===== config.mk =====
export PLATFORM = sky130hd
export DESIGN_NAME = ufm_top
export DESIGN_NICKNAME = d
export VERILOG_FILES = /design/src/core/ufm_pkg.sv /design/src/core/ufm_baud.sv /design/src/core/ufm_rx_fifo.sv /design/src/core/ufm_top.sv
export VERILOG_INCLUDE_DIRS = /design/src /design/src/core
export SDC_FILE = /design/constraint.sdc
export NUM_CORES = 1
export LEC_CHECK = 0
export ABC_AREA = 1
export BUFFER_PORTS_ARGS = -buffer_cell sky130_fd_sc_hd__buf_2
export CAP_MARGIN = 25
export CORE_MARGIN = 3
export CORE_UTILIZATION = 55
export DETAILED_ROUTE_END_ITERATION = 10
export GPL_ROUTABILITY_DRIVEN = 0
export PLACE_DENSITY_LB_ADDON = 0.15
export SKIP_LAST_GASP = 1
export SYNTH_ARGS = -nofsm -noshare
export SYNTH_HDL_FRONTEND = slang
export SYNTH_SLANG_ARGS = --single-unit

===== constraint.sdc =====
create_clock -name ref_clk -period 2.1 [get_ports ref_clk]
set_clock_uncertainty 0.1 [all_clocks]
set_input_delay 0 -clock ref_clk [delete_from_list [all_inputs] [get_ports ref_clk]]
set_output_delay 0 -clock ref_clk [all_outputs]
set_load 0.05 [all_outputs]

===== src/core/ufm_defs.svh =====
// Register map, field positions, reset values and timing constants of the serial port
`ifndef UFM_DEFS_SVH
`define UFM_DEFS_SVH

`define UFM_ADR_DATA 8'h00
`define UFM_ADR_CTRL 8'h04
`define UFM_ADR_FMT 8'h08
`define UFM_ADR_RELOAD 8'h0c
`define UFM_ADR_BAUD 8'h10

`define UFM_C_OVR 7
`define UFM_C_PERR 6
`define UFM_C_THRE 5
`define UFM_C_REN 4
`define UFM_C_TBX 3
`define UFM_C_RBX 2
`define UFM_C_TI 1
`define UFM_C_RI 0

`define UFM_F_MCE 7
`define UFM_F_PT 6:5
`define UFM_F_PE 4
`define UFM_F_LEN 3:2
`define UFM_F_XBE 1
`define UFM_F_STOP2 0
`define UFM_FMT_RST 8'h0c

`define UFM_B_IRQEN 7
`define UFM_B_EN 6
`define UFM_B_PS 1:0
`define UFM_BAUD_RST 8'h00
`define UFM_RELOAD_RST 16'h0000

`define UFM_PS_1 6'h00
`define UFM_PS_4 6'h03
`define UFM_PS_12 6'h0b
`define UFM_PS_48 6'h2f
`define UFM_TMR_MAX 16'hffff

`define UFM_LEN5 2'h0
`define UFM_MIN_BITS 4'h5
`define UFM_PT_ODD 2'h0
`define UFM_PT_EVEN 2'h1
`define UFM_PT_MARK 2'h2
`define UFM_PT_SPACE 2'h3

`define UFM_FIFO_DEPTH 2'h3
`define UFM_PTR_LAST 2'h2
`define UFM_CNT_ONE 2'h1

`endif


===== src/core/ufm_pkg.sv =====
// Types and shared functions of the serial port
`include "ufm_defs.svh"
package ufm_pkg;
    typedef enum logic [2:0] {TX_IDLE, TX_START, TX_DATA, TX_EXTRA, TX_STOP} ufm_tx_state_t;
    typedef enum logic [2:0] {RX_IDLE, RX_START, RX_DATA, RX_EXTRA, RX_STOP} ufm_rx_state_t;

    // Number of data bits for a length code
    function automatic logic [3:0] ufm_char_bits(input logic [1:0] code);
        return `UFM_MIN_BITS + {2'h0, code};
    endfunction : ufm_char_bits

    function automatic logic ufm_parity(input logic [7:0] d, input logic [1:0] code,
                                        input logic [1:0] pt);
        logic x;
        logic p;
        x = 1'b0;
        for (int i = 0; i < 8; i++) begin
            if (4'(i) < ufm_char_bits(code)) begin
                x = x ^ d[i];
            end
        end
        unique case (pt)
            `UFM_PT_ODD: p = ~x;
            `UFM_PT_EVEN: p = x;
            `UFM_PT_MARK: p = 1'b1;
            `UFM_PT_SPACE: p = 1'b0;
        endcase
        return p;
    endfunction : ufm_parity
endpackage : ufm_pkg


===== src/core/ufm_baud.sv =====
// Baud timer: selectable prescaler and 16-bit reload timer giving overflow ticks
`timescale 1ns/1ps
`default_nettype none
`include "ufm_defs.svh"
module ufm_baud
    import ufm_pkg::*;
(
    input wire logic ref_clk,
    input wire logic resetn,
    input wire logic enable,
    input wire logic restart,
    input wire logic [1:0] presc_sel,
    input wire logic [15:0] reload,
    output logic ovf
);
    logic [5:0] presc_r;
    logic [15:0] tmr_r;
    logic ovf_r;
    logic tick;

    function automatic logic [5:0] presc_limit(input logic [1:0] sel);
        logic [5:0] l;
        unique case (sel)
            2'h0: l = `UFM_PS_12;
            2'h1: l = `UFM_PS_4;
            2'h2: l = `UFM_PS_48;
            2'h3: l = `UFM_PS_1;
        endcase
        return l;
    endfunction : presc_limit

    assign tick = (presc_r == presc_limit(presc_sel));
    assign ovf = ovf_r;

    always_ff @(posedge ref_clk or negedge resetn) begin
        if (!resetn) begin
            presc_r <= 6'h00;
        end else if (restart || !enable || tick) begin
            presc_r <= 6'h00;
        end else begin
            presc_r <= presc_r + 6'h01;
        end
    end

    always_ff @(posedge ref_clk or negedge resetn) begin
        if (!resetn) begin
            tmr_r <= `UFM_RELOAD_RST;
        end else if (restart || !enable) begin
            tmr_r <= reload;
        end else if (tick) begin
            tmr_r <= (tmr_r == `UFM_TMR_MAX) ? reload : tmr_r + 16'h0001;
        end
    end

    always_ff @(posedge ref_clk or negedge resetn) begin
        if (!resetn) begin
            ovf_r <= 1'b0;
        end else begin
            ovf_r <= enable && !restart && tick && (tmr_r == `UFM_TMR_MAX);
        end
    end
endmodule : ufm_baud
`default_nettype wire


===== src/core/ufm_rx_fifo.sv =====
// Three-entry receive FIFO holding data byte and extra bit
`timescale 1ns/1ps
`default_nettype none
`include "ufm_defs.svh"
module ufm_rx_fifo
    import ufm_pkg::*;
(
    input wire logic ref_clk,
    input wire logic resetn,
    input wire logic push,
    input wire logic [8:0] push_data,
    input wire logic pop,
    output logic [8:0] head,
    output logic [1:0] count,
    output logic full,
    output logic empty
);
    logic [8:0] mem [0:2];
    logic [1:0] wr_ptr_r;
    logic [1:0] rd_ptr_r;
    logic [1:0] count_r;
    logic do_push;
    logic do_pop;

    function automatic logic [1:0] ptr_inc(input logic [1:0] p);
        return (p == `UFM_PTR_LAST) ? 2'h0 : p + 2'h1;
    endfunction : ptr_inc

    assign full = (count_r == `UFM_FIFO_DEPTH);
    assign empty = (count_r == 2'h0);
    assign count = count_r;
    assign head = mem[rd_ptr_r];
    assign do_push = push && !full;
    assign do_pop = pop && !empty;

    // Entries start cleared so status bits read defined values
    always_ff @(posedge ref_clk or negedge resetn) begin
        if (!resetn) begin
            for (int i = 0; i < `UFM_FIFO_DEPTH; i++) begin
                mem[i] <= 9'h000;
            end
        end else if (do_push) begin
            mem[wr_ptr_r] <= push_data;
        end
    end

    always_ff @(posedge ref_clk or negedge resetn) begin
        if (!resetn) begin
            wr_ptr_r <= 2'h0;
            rd_ptr_r <= 2'h0;
            count_r <= 2'h0;
        end else begin
            if (do_push) begin
                wr_ptr_r <= ptr_inc(wr_ptr_r);
            end
            if (do_pop) begin
                rd_ptr_r <= ptr_inc(rd_ptr_r);
            end
            count_r <= count_r + {1'b0, do_push} - {1'b0, do_pop};
        end
    end
endmodule : ufm_rx_fifo
`default_nettype wire


===== src/core/ufm_top.sv =====
// Serial port core: Wishbone registers, transmitter, receiver and multiprocessor filter
//
// Overview of operation
// - Frame: low start, data LSB first, optional parity/extra bit, high stops.
// - Character length of five to eight data bits, both directions.
// - Parity generated and checked as even, odd, mark or space.
// - One or two stop bits selectable.
// - Second stop bit only for six to eight bit characters.
// - Parity enabled disables extra bit; the slot carries parity.
// - Data write loads holding register and clears holding-empty flag.
// - Double buffering: held byte waits for the running frame to end.
// - Transmit-done set at start of stop time; interrupt if enabled.
// - Extra bit without parity sends the transmit extra-bit control.
// - Parity bit computed from selected type, appended after data.
// - Receiver starts only when enabled; FIFO stays readable when disabled.
// - Byte stored after stop only if FIFO not full and stops high.
// - Byte completing into full FIFO is dropped and sets overrun.
// - Frame with low stop bit is not stored.
// - Storing sets receive flag; multiprocessor mode needs extra bit one.
// - Data read returns oldest byte, frees entry, next byte follows.
// - Receive flag clear works only when no further bytes wait.
// - Receive extra-bit status shows extra bit, else stop bit value.
// - Parity mismatch sets parity error; only software clears it.
// - Baud timer counts up from reload, reloads on overflow.
// - Baud prescaler divides system clock by 1, 4, 12 or 48.
`timescale 1ns/1ps
`default_nettype none
`include "ufm_defs.svh"
module ufm_top
    import ufm_pkg::*;
(
    input wire logic ref_clk,
    input wire logic resetn,
    input wire logic wb_cyc_i,
    input wire logic wb_stb_i,
    input wire logic wb_we_i,
    input wire logic [7:0] wb_adr_i,
    input wire logic [3:0] wb_sel_i,
    input wire logic [31:0] wb_dat_i,
    output logic [31:0] wb_dat_o,
    output logic wb_ack_o,
    input wire logic serial_in_pin,
    output logic serial_out_pin,
    output logic uart_irq
);
    // Register state
    logic ovr_r, perr_r, thre_r, ren_r, tbx_r, ti_r, ri_r;
    logic [7:0] fmt_r;
    logic [7:0] bcon_r;
    logic [15:0] reload_r;
    logic [7:0] hold_r;
    logic ack_r;
    logic [31:0] dat_r;
    logic irq_r;

    // Bus decode
    logic acc, wr_data, wr_ctrl, wr_fmt, wr_bcon, rd_data;
    assign acc = wb_cyc_i && wb_stb_i && !ack_r;
    assign wr_data = acc && wb_we_i && wb_sel_i[0] && (wb_adr_i == `UFM_ADR_DATA);
    assign wr_ctrl = acc && wb_we_i && wb_sel_i[0] && (wb_adr_i == `UFM_ADR_CTRL);
    assign wr_fmt = acc && wb_we_i && wb_sel_i[0] && (wb_adr_i == `UFM_ADR_FMT);
    assign wr_bcon = acc && wb_we_i && wb_sel_i[0] && (wb_adr_i == `UFM_ADR_BAUD);
    assign rd_data = acc && !wb_we_i && (wb_adr_i == `UFM_ADR_DATA);

    // Format fields
    logic mce, pe, xbe, extra_en, slot_en, two_stop, baud_en;
    logic [1:0] pt, len;
    logic [3:0] nbits;
    assign mce = fmt_r[`UFM_F_MCE];
    assign pt = fmt_r[`UFM_F_PT];
    assign pe = fmt_r[`UFM_F_PE];
    assign len = fmt_r[`UFM_F_LEN];
    assign xbe = fmt_r[`UFM_F_XBE];
    assign nbits = ufm_char_bits(len);
    assign extra_en = xbe && !pe;
    assign slot_en = pe || xbe;
    // No second stop at five bits
    assign two_stop = fmt_r[`UFM_F_STOP2] && (len != `UFM_LEN5);
    assign baud_en = bcon_r[`UFM_B_EN];

    // Receive FIFO
    logic push, pop, fifo_full, fifo_empty;
    logic [8:0] push_data, head;
    logic [1:0] fifo_count;
    ufm_rx_fifo u_fifo (
        .ref_clk(ref_clk),
        .resetn(resetn),
        .push(push),
        .push_data(push_data),
        .pop(pop),
        .head(head),
        .count(fifo_count),
        .full(fifo_full),
        .empty(fifo_empty)
    );
    assign pop = rd_data && !fifo_empty;

    // Baud timers, one per direction
    logic tx_load, tx_ovf, rx_restart, rx_ovf;
    ufm_baud u_tx_baud (
        .ref_clk(ref_clk),
        .resetn(resetn),
        .enable(baud_en),
        .restart(tx_load),
        .presc_sel(bcon_r[`UFM_B_PS]),
        .reload(reload_r),
        .ovf(tx_ovf)
    );
    ufm_baud u_rx_baud (
        .ref_clk(ref_clk),
        .resetn(resetn),
        .enable(baud_en),
        .restart(rx_restart),
        .presc_sel(bcon_r[`UFM_B_PS]),
        .reload(reload_r),
        .ovf(rx_ovf)
    );

    // Transmitter
    ufm_tx_state_t tx_state_r;
    logic [7:0] tx_shift_r;
    logic [3:0] tx_cnt_r;
    logic tx_phase_r, tx_x_r, tx_stop2_r, tx_out_r, tx_bit_end, ti_set;
    // Move held byte only when idle
    assign tx_load = (tx_state_r == TX_IDLE) && !thre_r && baud_en;
    assign tx_bit_end = tx_ovf && tx_phase_r;
    assign ti_set = tx_bit_end && (((tx_state_r == TX_DATA) && !slot_en
                    && (tx_cnt_r == nbits - 4'h1)) || (tx_state_r == TX_EXTRA));
    assign serial_out_pin = tx_out_r;

    always_ff @(posedge ref_clk or negedge resetn) begin
        if (!resetn) begin
            tx_phase_r <= 1'b0;
        end else if (tx_load) begin
            tx_phase_r <= 1'b0;
        end else if (tx_ovf) begin
            tx_phase_r <= !tx_phase_r;
        end
    end

    always_ff @(posedge ref_clk or negedge resetn) begin
        if (!resetn) begin
            tx_state_r <= TX_IDLE;
            tx_shift_r <= 8'h00;
            tx_cnt_r <= 4'h0;
            tx_x_r <= 1'b0;
            tx_stop2_r <= 1'b0;
            tx_out_r <= 1'b1;
        end else begin
            unique case (tx_state_r)
                TX_IDLE: begin
                    if (tx_load) begin
                        tx_shift_r <= hold_r;
                        tx_x_r <= pe ? ufm_parity(hold_r, len, pt) : tbx_r;
                        tx_stop2_r <= two_stop;
                        tx_out_r <= 1'b0;
                        tx_state_r <= TX_START;
                    end
                end
                TX_START: begin
                    if (tx_bit_end) begin
                        tx_out_r <= tx_shift_r[0];
                        tx_cnt_r <= 4'h0;
                        tx_state_r <= TX_DATA;
                    end
                end
                TX_DATA: begin
                    if (tx_bit_end) begin
                        if (tx_cnt_r == nbits - 4'h1) begin
                            tx_out_r <= slot_en ? tx_x_r : 1'b1;
                            tx_state_r <= slot_en ? TX_EXTRA : TX_STOP;
                        end else begin
                            tx_shift_r <= {1'b0, tx_shift_r[7:1]};
                            tx_out_r <= tx_shift_r[1];
                            tx_cnt_r <= tx_cnt_r + 4'h1;
                        end
                    end
                end
                TX_EXTRA: begin
                    if (tx_bit_end) begin
                        tx_out_r <= 1'b1;
                        tx_state_r <= TX_STOP;
                    end
                end
                TX_STOP: begin
                    if (tx_bit_end) begin
                        if (tx_stop2_r) begin
                            tx_stop2_r <= 1'b0;
                        end else begin
                            tx_state_r <= TX_IDLE;
                        end
                    end
                end
            endcase
        end
    end

    // Receiver input synchroniser and edge detect
    logic rx_s1_r, rx_s2_r, rx_prev_r, rx_fall;
    always_ff @(posedge ref_clk or negedge resetn) begin
        if (!resetn) begin
            rx_s1_r <= 1'b1;
            rx_s2_r <= 1'b1;
            rx_prev_r <= 1'b1;
        end else begin
            rx_s1_r <= serial_in_pin;
            rx_s2_r <= rx_s1_r;
            rx_prev_r <= rx_s2_r;
        end
    end
    assign rx_fall = rx_prev_r && !rx_s2_r;

    ufm_rx_state_t rx_state_r;
    logic [7:0] rx_data_r;
    logic [3:0] rx_cnt_r;
    logic rx_phase_r, rx_x_r, rx_ok_r, rx_stop2_r, rx_samp, rx_done, rx_ok;
    logic ovr_set, perr_set, ri_set;
    assign rx_restart = (rx_state_r == RX_IDLE) && rx_fall && ren_r && baud_en;
    assign rx_samp = rx_ovf && !rx_phase_r;
    assign rx_done = rx_samp && (rx_state_r == RX_STOP) && !rx_stop2_r;
    assign rx_ok = rx_ok_r && rx_s2_r;
    // Store only when room and stops high
    assign push = rx_done && rx_ok && !fifo_full;
    // Extra bit or stop bit stored with byte
    assign push_data = {extra_en ? rx_x_r : 1'b1, rx_data_r};
    assign ovr_set = rx_done && rx_ok && fifo_full;
    assign perr_set = push && pe && (rx_x_r != ufm_parity(rx_data_r, len, pt));
    assign ri_set = push && (!mce || push_data[8]);

    always_ff @(posedge ref_clk or negedge resetn) begin
        if (!resetn) begin
            rx_phase_r <= 1'b0;
        end else if (rx_restart) begin
            rx_phase_r <= 1'b0;
        end else if (rx_ovf) begin
            rx_phase_r <= !rx_phase_r;
        end
    end

    always_ff @(posedge ref_clk or negedge resetn) begin
        if (!resetn) begin
            rx_state_r <= RX_IDLE;
            rx_data_r <= 8'h00;
            rx_cnt_r <= 4'h0;
            rx_x_r <= 1'b0;
            rx_ok_r <= 1'b1;
            rx_stop2_r <= 1'b0;
        end else begin
            unique case (rx_state_r)
                RX_IDLE: begin
                    if (rx_restart) begin
                        rx_data_r <= 8'h00;
                        rx_cnt_r <= 4'h0;
                        rx_ok_r <= 1'b1;
                        rx_stop2_r <= two_stop;
                        rx_state_r <= RX_START;
                    end
                end
                RX_START: begin
                    if (rx_samp) begin
                        rx_state_r <= rx_s2_r ? RX_IDLE : RX_DATA;
                    end
                end
                RX_DATA: begin
                    if (rx_samp) begin
                        rx_data_r[rx_cnt_r[2:0]] <= rx_s2_r;
                        rx_cnt_r <= rx_cnt_r + 4'h1;
                        if (rx_cnt_r == nbits - 4'h1) begin
                            rx_state_r <= slot_en ? RX_EXTRA : RX_STOP;
                        end
                    end
                end
                RX_EXTRA: begin
                    if (rx_samp) begin
                        rx_x_r <= rx_s2_r;
                        rx_state_r <= RX_STOP;
                    end
                end
                RX_STOP: begin
                    if (rx_samp) begin
                        rx_ok_r <= rx_ok;
                        rx_stop2_r <= 1'b0;
                        if (!rx_stop2_r) begin
                            rx_state_r <= RX_IDLE;
                        end
                    end
                end
            endcase
        end
    end

    // Transmit holding register and empty flag
    always_ff @(posedge ref_clk or negedge resetn) begin
        if (!resetn) begin
            hold_r <= 8'h00;
            thre_r <= 1'b1;
        end else if (wr_data) begin
            hold_r <= wb_dat_i[7:0];
            thre_r <= 1'b0;
        end else if (tx_load) begin
            thre_r <= 1'b1;
        end
    end

    // Control flags: hardware set wins over software write
    always_ff @(posedge ref_clk or negedge resetn) begin
        if (!resetn) begin
            ovr_r <= 1'b0;
            perr_r <= 1'b0;
            ren_r <= 1'b0;
            tbx_r <= 1'b0;
            ti_r <= 1'b0;
            ri_r <= 1'b0;
        end else begin
            ovr_r <= ovr_set || (wr_ctrl ? wb_dat_i[`UFM_C_OVR] : ovr_r);
            perr_r <= perr_set || (wr_ctrl ? wb_dat_i[`UFM_C_PERR] : perr_r);
            ti_r <= ti_set || (wr_ctrl ? wb_dat_i[`UFM_C_TI] : ti_r);
            ri_r <= ri_set || (wr_ctrl ? (wb_dat_i[`UFM_C_RI]
                    || (ri_r && (fifo_count > `UFM_CNT_ONE))) : ri_r);
            if (wr_ctrl) begin
                ren_r <= wb_dat_i[`UFM_C_REN];
                tbx_r <= wb_dat_i[`UFM_C_TBX];
            end
        end
    end

    // Format, baud control and reload registers
    always_ff @(posedge ref_clk or negedge resetn) begin
        if (!resetn) begin
            fmt_r <= `UFM_FMT_RST;
            bcon_r <= `UFM_BAUD_RST;
            reload_r <= `UFM_RELOAD_RST;
        end else begin
            if (wr_fmt) begin
                fmt_r <= wb_dat_i[7:0];
            end
            if (wr_bcon) begin
                bcon_r <= wb_dat_i[7:0];
            end
            if (acc && wb_we_i && (wb_adr_i == `UFM_ADR_RELOAD)) begin
                if (wb_sel_i[0]) begin
                    reload_r[7:0] <= wb_dat_i[7:0];
                end
                if (wb_sel_i[1]) begin
                    reload_r[15:8] <= wb_dat_i[15:8];
                end
            end
        end
    end

    // Bus answer and read data
    logic [7:0] ctrl_rd;
    assign ctrl_rd = {ovr_r, perr_r, thre_r, ren_r, tbx_r, head[8], ti_r, ri_r};
    always_ff @(posedge ref_clk or negedge resetn) begin
        if (!resetn) begin
            ack_r <= 1'b0;
            dat_r <= 32'h0000_0000;
        end else begin
            ack_r <= acc;
            if (acc && !wb_we_i) begin
                unique case (wb_adr_i)
                    `UFM_ADR_DATA: dat_r <= {24'h00_0000, head[7:0]};
                    `UFM_ADR_CTRL: dat_r <= {24'h00_0000, ctrl_rd};
                    `UFM_ADR_FMT: dat_r <= {24'h00_0000, fmt_r};
                    `UFM_ADR_RELOAD: dat_r <= {16'h0000, reload_r};
                    `UFM_ADR_BAUD: dat_r <= {24'h00_0000, bcon_r};
                    default: dat_r <= 32'h0000_0000;
                endcase
            end
        end
    end
    assign wb_ack_o = ack_r;
    assign wb_dat_o = dat_r;

    // Interrupt on transmit done or receive flag
    always_ff @(posedge ref_clk or negedge resetn) begin
        if (!resetn) begin
            irq_r <= 1'b0;
        end else begin
            irq_r <= bcon_r[`UFM_B_IRQEN] && (ti_r || ri_r);
        end
    end
    assign uart_irq = irq_r;
endmodule : ufm_top
`default_nettype wire


==> results.yml, run 1 <==
power:
  power_density_mw_per_mm2: 765.5
  p_leak_uw: 0.005280
  max-vdd-ir-drop_mv: 0.5876
sta:
  slew_headroom_pct: 35.94
  period_share_pct: 98.53
  tightest_slew_ps: 957.8
  final_max_slew_viol_count: 0
  worst_slack_ps: 30.80
  min_period_ps: 2069
  final_hold_viol_count: 0
  fin_hold_ws_ps: 28.40
  setup_viol: 0
  fmax_ghz: 0.4833
  rsz0062_at_grt: "yes"
logic_synthesis:
  yosys.area.top_type: "dfrtp_1"
  yosysSeqAreaShare_pct: 48.05
  netlist_instances: 1202
  synth_top_area_share_pct: 45.87
  synth-warning-count: 0
  synth_area_per_cell_um2: 8.033
  synth_seq_cells: 185
  async_flop_share_pct: 100.0
  synth_area_leaders: "dfrtp_1 46%, nand2_1 11%, o21ai_0 7.2%"
  netlist_top_cells_count: "284 x nand2_1, 177 x dfrtp_1, 153 x inv_1, 138 x o21ai_0, 94 x nor2_1"
  synth-main-ff-cell: "dfrtp_1"
  synth-edff-count: 0
  synth.most_common_cell: "nand2_1"
  syn_area_mm2: 0.009656
  synth_cell_types: 52
place:
  portBuffers: 50
  dp_slack_ps: 24.23
  place_area_mm2: 0.01016
  dpl.cell_count: 1467
  dp_hpwl_um: 17380
worst_setup_path:
  worstSetupEndpointType: "flop"
  crit_slowest_cell: "dfrtp_1"
  worstPathMaxFanout: 7
  critical_path.startpoint: "u_tx_baud.tmr_r[0]"
  critical_path.cell_chain: "ha_2 -> nand3_4 -> nor3_4 -> nand3_2 -> nor2_4 -> nor2_4 -> buf_4 -> o211ai_1 -> nand2_1"
  crit_type: "reg -> reg"
  r2r_slack_ps: 30
  path_common_cell: "nor2_4"
  max_stage_delay_ps: 380
  critical-path-top-delay-family: "simple AND/OR/NAND/NOR gates"
  arrival_ps: 2290
  worstPathRequired_ps: 2320
  setup.worst_path.start_class: "flop"
  path_buf_inv: 1
  r2r-start: "u_tx_baud.tmr_r[0]"
die:
  core_area_mm2: 0.01688
  initial_core_util_pct: 57.21
  rows: 47
  die_area_mm2: 0.01918
  dieWidth_um: 138.5
  io-pin-count: 85
  die_y_um: 138.5
route:
  viasPerCell: 5.397
  first_iter_violations: 739
  ant_nets: 0
  firstDrtPassIters: 6
  drc: 0
  wl_um: 24840
  vias: 8312
  wl_per_cell_um: 16.13
final_layout:
  final_layout_size_suffix_gt1_share_pct: 12.73
  diodes: 0
  syn2layout_area_growth_pct: 16.03
  fin_area_mm2: 0.01120
  final_cells: 1540
  nets: 1365
global_route:
  grt_overflow: 0
  antenna_found_initial: 1
  grt_pass1_wl_um: 40630
  gr-usage-all-layers_pct: 26.23
  grt_pass1_vias: 7891
  grt_max_degree: 57
clocking:
  clkLatencyLatePin_ps: 440
  htreeDepth: 4
  cts_tree: "yes"
  clockBufferDepth: 2
  clock-sinks: 185
  clk_pin_slew_worst_paths_ps: 70
  cts_buffers: 17
  cts_root_buf: "clkbuf_16"
status:
  outcome: "completed"
min_path:
  hold_path_class: "in -> async"
flow_run:
  cap_viol_max_count: 0
## what timing repair did
action                                 4_1_cts  5_1_grt
endpoints found under the hold margin      225        0
hold buffers                                32        0
setup endpoints to repair                    0       35
setup buffers                                0        9
resized for setup                            0       15
## cells in the final DEF, fill, tap and decap left out, types with 24 or more instances in the layout
master / instances
dfrtp_1: 176
nand2_1: 282
buf_4: 31
a21oi_1: 40
buf_2: 49
dlygate4sd3_1: 31
o21ai_0: 135
o21ai_1: 27
nor2_1: 93
xor2_1: 24
nand3_1: 58
inv_1: 152
## layer usage
metal	share of wire [%]	wire length, µm	GRT usage, %	vias to the layer above
li1	-	-	-	4108
met1	44	10880	35.01	3946
met2	49	12090	43.22	209
met3	4.7	1161	5.145	47
met4	2.8	693	8.944	2
met5	0.085	21	0	-
## worst min-delay path: stages
cell           delay [ps]
dlygate4sd3_1         540
clkbuf_8              170
buf_12                190
## sequential cells by signal (all words and copies together) (netlist names), 2 cells and up
register and count:
u_tx_baud.presc_r 6, u_fifo.mem 27, u_fifo.rd_ptr_r 2, rx_cnt_r 4
u_rx_baud.tmr_r 16, rx_state_r 3, u_fifo.count 2, wb_dat_o 16
fmt_r 8, bcon_r 8, u_tx_baud.tmr_r 16, reload_r 16
tx_cnt_r 4, tx_state_r 3, hold_r 8, u_rx_baud.presc_r 6
u_fifo.wr_ptr_r 2, tx_shift_r 8, rx_data_r 8
## final timing paths
kind / end / depth (start not counted)
setup / recovery: u_tx_baud.tmr_r[8] / 9
hold / removal: u_tx_baud.tmr_r[2] / 3
setup reg to reg: u_tx_baud.tmr_r[8] / 9
hold reg to reg: rx_prev_r / 0
max in group asynchronous: bcon_r[3] / 3
min in group ref_clk: wb_dat_o[2] / 7
## metrics by stage
stage | power [µW] | utilization [%] | setup TNS [ps]
after floorplan | 4962 | - | 0
after global placement | 5332 | 60.23 | 0
after detailed placement | 5355 | 60.23 | 0
after CTS | 8605 | 65.68 | 0
after global routing | 8988 | 66.38 | -670.4
final | 8576 | 66.38 | 0
## logic make-up (layout without fill, tap and decap cells)
| family | Yosys count | after routing | synth area share (%) |
|---|---|---|---|
| AOI/OAI and AO/OA | 275 | 275 | 16.17 |
| buffers and inverters | 208 | 311 | 9.447 |
| other | 1 | 16 | 0.03884 |
| adders and majority gates | 8 | 8 | 1.037 |
| xor gates and xnor gates | 38 | 38 | 3.447 |
| and+or+nand+nor | 487 | 487 | 21.81 |
| DFF | 185 | 185 | 48.05 |
## final cells by class
class,instances,area (µm²)
Fill cell,1406,5674
Clock inverter,13,147.6
Inverter,163,620.6
Multi-Input combinational cell,824,4203
Sequential cell,185,4641
Timing Repair Buffer,116,873.3
Tap cell,220,275.3
Clock buffer,19,442.9
## report_power, final
group / internal, µW / switching (µW) / leakage (µW)
Combinational: 451 / 1040 / 0.00267
Sequential: 3740 / 123 / 0.00234
Clock: 1790 / 1430 / 0.000276
Total: 5980 / 2590 / 0.00528
Power figures use the tool's default switching activity.
==> inputs of run 2 (changes only) <==
==> constraint.sdc (replaced) <==
create_clock -name ref_clk -period 2.1 [get_ports ref_clk]
set_clock_uncertainty 0.1 [all_clocks]
set_input_delay 0 -clock ref_clk [delete_from_list [all_inputs] [get_ports ref_clk]]
set_output_delay 0 -clock ref_clk [all_outputs]
set_load 0.1 [all_outputs]
==> run 2 against run 1 <==
  * Sequential share of layout area shrank 0.40 points
  * Setup slack gained 39 ps
  * Combinational power grew 11%
  * Critical endpoint is now u_tx_baud.tmr_r[10]
  * Largest power group unchanged
  * Sequential power is essentially flat
  * The run now ends with hold timing left
  * Hold slack lost 31 ps
  * Utilization grew 0.68 points
  * Critical path depth grew 1
==> results.yml, run 2 (same netlist as run 1, synthesis figures left out) <==
sta:
  fmax_ghz: 0.4925
  tightest_slew_ps: 546.8
  rsz0062_at_grt: "yes"
  min_period_ps: 2031
  setup_viol: 0
  final_max_slew_viol_count: 0
  period_share_pct: 96.70
  final_hold_viol_count: 2
  fin_hold_ws_ps: -2.221
  slew_headroom_pct: 63.41
final_layout:
  final_common_cell: "nand2_1"
  nets: 1370
  fin_area_mm2: 0.01132
  largest_reg_flops: 27
  fillCellCount: 1349
  final_layout_size_suffix_gt1_share_pct: 12.84
  top_register: "u_fifo.mem"
  diodes: 0
  syn2layout_area_growth_pct: 17.22
  mostFrequentLayoutCells: "283 x nand2_1, 176 x dfrtp_1, 152 x inv_1, 134 x o21ai_0, 93 x nor2_1"
die:
  dieWidth_um: 138.5
  initial_core_util_pct: 57.21
  io-pin-count: 85
  core_area_mm2: 0.01688
  die_area_mm2: 0.01918
  rows: 47
  die_y_um: 138.5
route:
  vias: 8437
  firstDrtPassIters: 5
  viasPerCell: 5.464
  wl_um: 25060
  drc: 0
  ant_nets: 0
  first_iter_violations: 569
  wl_per_cell_um: 16.23
worst_setup_path:
  path_buf_inv: 1
  critical_path.startpoint: "u_tx_baud.tmr_r[1]"
  path_common_cell: "nor2_4"
  reg2reg_depth: 10
  crit_path_end: "u_tx_baud.tmr_r[10]"
  critical_path.cell_chain: "ha_4 -> nand3_4 -> nor3_4 -> nand3_2 -> nor2_4 -> nor2_4 -> buf_4 -> nand2_1 -> o21ai_0 -> a21oi_1"
  r2r_slack_ps: 70
  worstPathMaxFanout: 6
  timing.rr.end: "u_tx_baud.tmr_r[10]"
  path_depth: 10
  worstSetupEndpointType: "flop"
  critical-path-top-delay-family: "simple AND/OR/NAND/NOR gates"
  r2r-start: "u_tx_baud.tmr_r[1]"
  worstPathRequired_ps: 2360
  max_stage_delay_ps: 400
  crit_type: "reg -> reg"
  arrival_ps: 2290
  setup.worst_path.start_class: "flop"
  crit_slowest_cell: "dfrtp_1"
global_route:
  antenna_found_initial: 0
  grt_pass1_vias: 8059
  gr-usage-all-layers_pct: 25.99
  grt_max_degree: 56
  grt_overflow: 0
  grt_pass1_wl_um: 40400
clocking:
  clockBufferDepth: 2
  cts_tree: "yes"
  htreeDepth: 4
  clkLatencyLatePin_ps: 430
  clk_pin_slew_worst_paths_ps: 70
  cts_root_buf: "clkbuf_16"
  clock-sinks: 185
  cts_buffers: 17
status:
  failed_checks: "hold timing"
  outcome: "finished, violations left"
place:
  portBuffers: 50
  dp_hpwl_um: 17600
  place_area_mm2: 0.01016
power:
  p_leak_uw: 0.005343
  fin_total_pwr_uw: 9175
  max-vdd-ir-drop_mv: 0.6043
  power_density_mw_per_mm2: 810.6
min_path:
  hold_path_class: "in -> async"
flow_run:
  cap_viol_max_count: 0
run 2: final cells by class:
| cell class | count | area, µm² | share of cell area, % |
|---|---|---|---|
| flip-flops and latches | 185 | 4643 | 41.02 |
| multi-input cells | 825 | 4217 | 37.25 |
| repair buffers | 120 | 897.1 | 7.926 |
| inverters | 163 | 620.6 | 5.483 |
| clock buffers | 19 | 442.9 | 3.913 |
| well taps | 220 | 275.3 | 2.432 |
| clock inverters | 12 | 222.7 | 1.968 |
run 2: worst min path at each step:
stage                            from             endpoint  slack, ps  cells after the start
after floorplan                resetn            bcon_r[0]       -400                      0
after global routing           resetn  u_tx_baud.tmr_r[14]         30                      2
final                          resetn  u_tx_baud.tmr_r[14]         -2                      2
after CTS                 wb_adr_i[6]          wb_dat_o[3]          2                      6
after global placement         resetn  u_tx_baud.tmr_r[14]       -110                      1
after detailed placement       resetn  u_tx_baud.tmr_r[14]       -110                      1
run 2: what timing repair did:
| action | CTS | global route |
|---|---|---|
| setup endpoints to repair | 1 | 29 |
| setup buffers | 0 | 14 |
| hold buffers | 32 | 0 |
| gates cloned | 0 | 1 |
| pin swaps | 0 | 8 |
| gates resized for setup | 1 | 15 |
| hold endpoints to repair | 228 | 0 |
run 2: layer usage:
| layer | track usage [%] | vias to the layer above | share of wire [%] |
|---|---|---|---|
| met4 | 9.672 | 0 | 2.8 |
| li1 | - | 4123 | - |
| met5 | 0 | - | 0 |
| met2 | 43.27 | 222 | 50 |
| met1 | 34.40 | 4043 | 43 |
| met3 | 4.385 | 49 | 4.7 |
run 2: power breakdown:
part	internal, µW	switching (µW)
combinational	427	1220
sequential	3740	133
clock	2260	1390
total	6430	2750
run 2: worst register-to-register path: stages, from the launching register on:
cell,delay [ps]
dfrtp_1,400
ha_4,170
nand3_4,90
nor3_4,260
nand3_2,160
nor2_4,230
nor2_4,110
buf_4,150
nand2_1,60
o21ai_0,80
a21oi_1,140
run 2: stage by stage:
step	worst slack, ps	utilization (%)	hold WS (ps)	setup TNS [ps]	cells
after floorplan	17.13	-	-395.6	0	1217
final	69.36	67.06	-2.221	0	1544
after global routing	-48.56	67.06	30.90	-352.6	1544
after global placement	105.9	60.21	-108.3	0	1466
after detailed placement	34.65	60.21	-107.7	0	1466
after CTS	43.29	66.08	1.889	0	1529
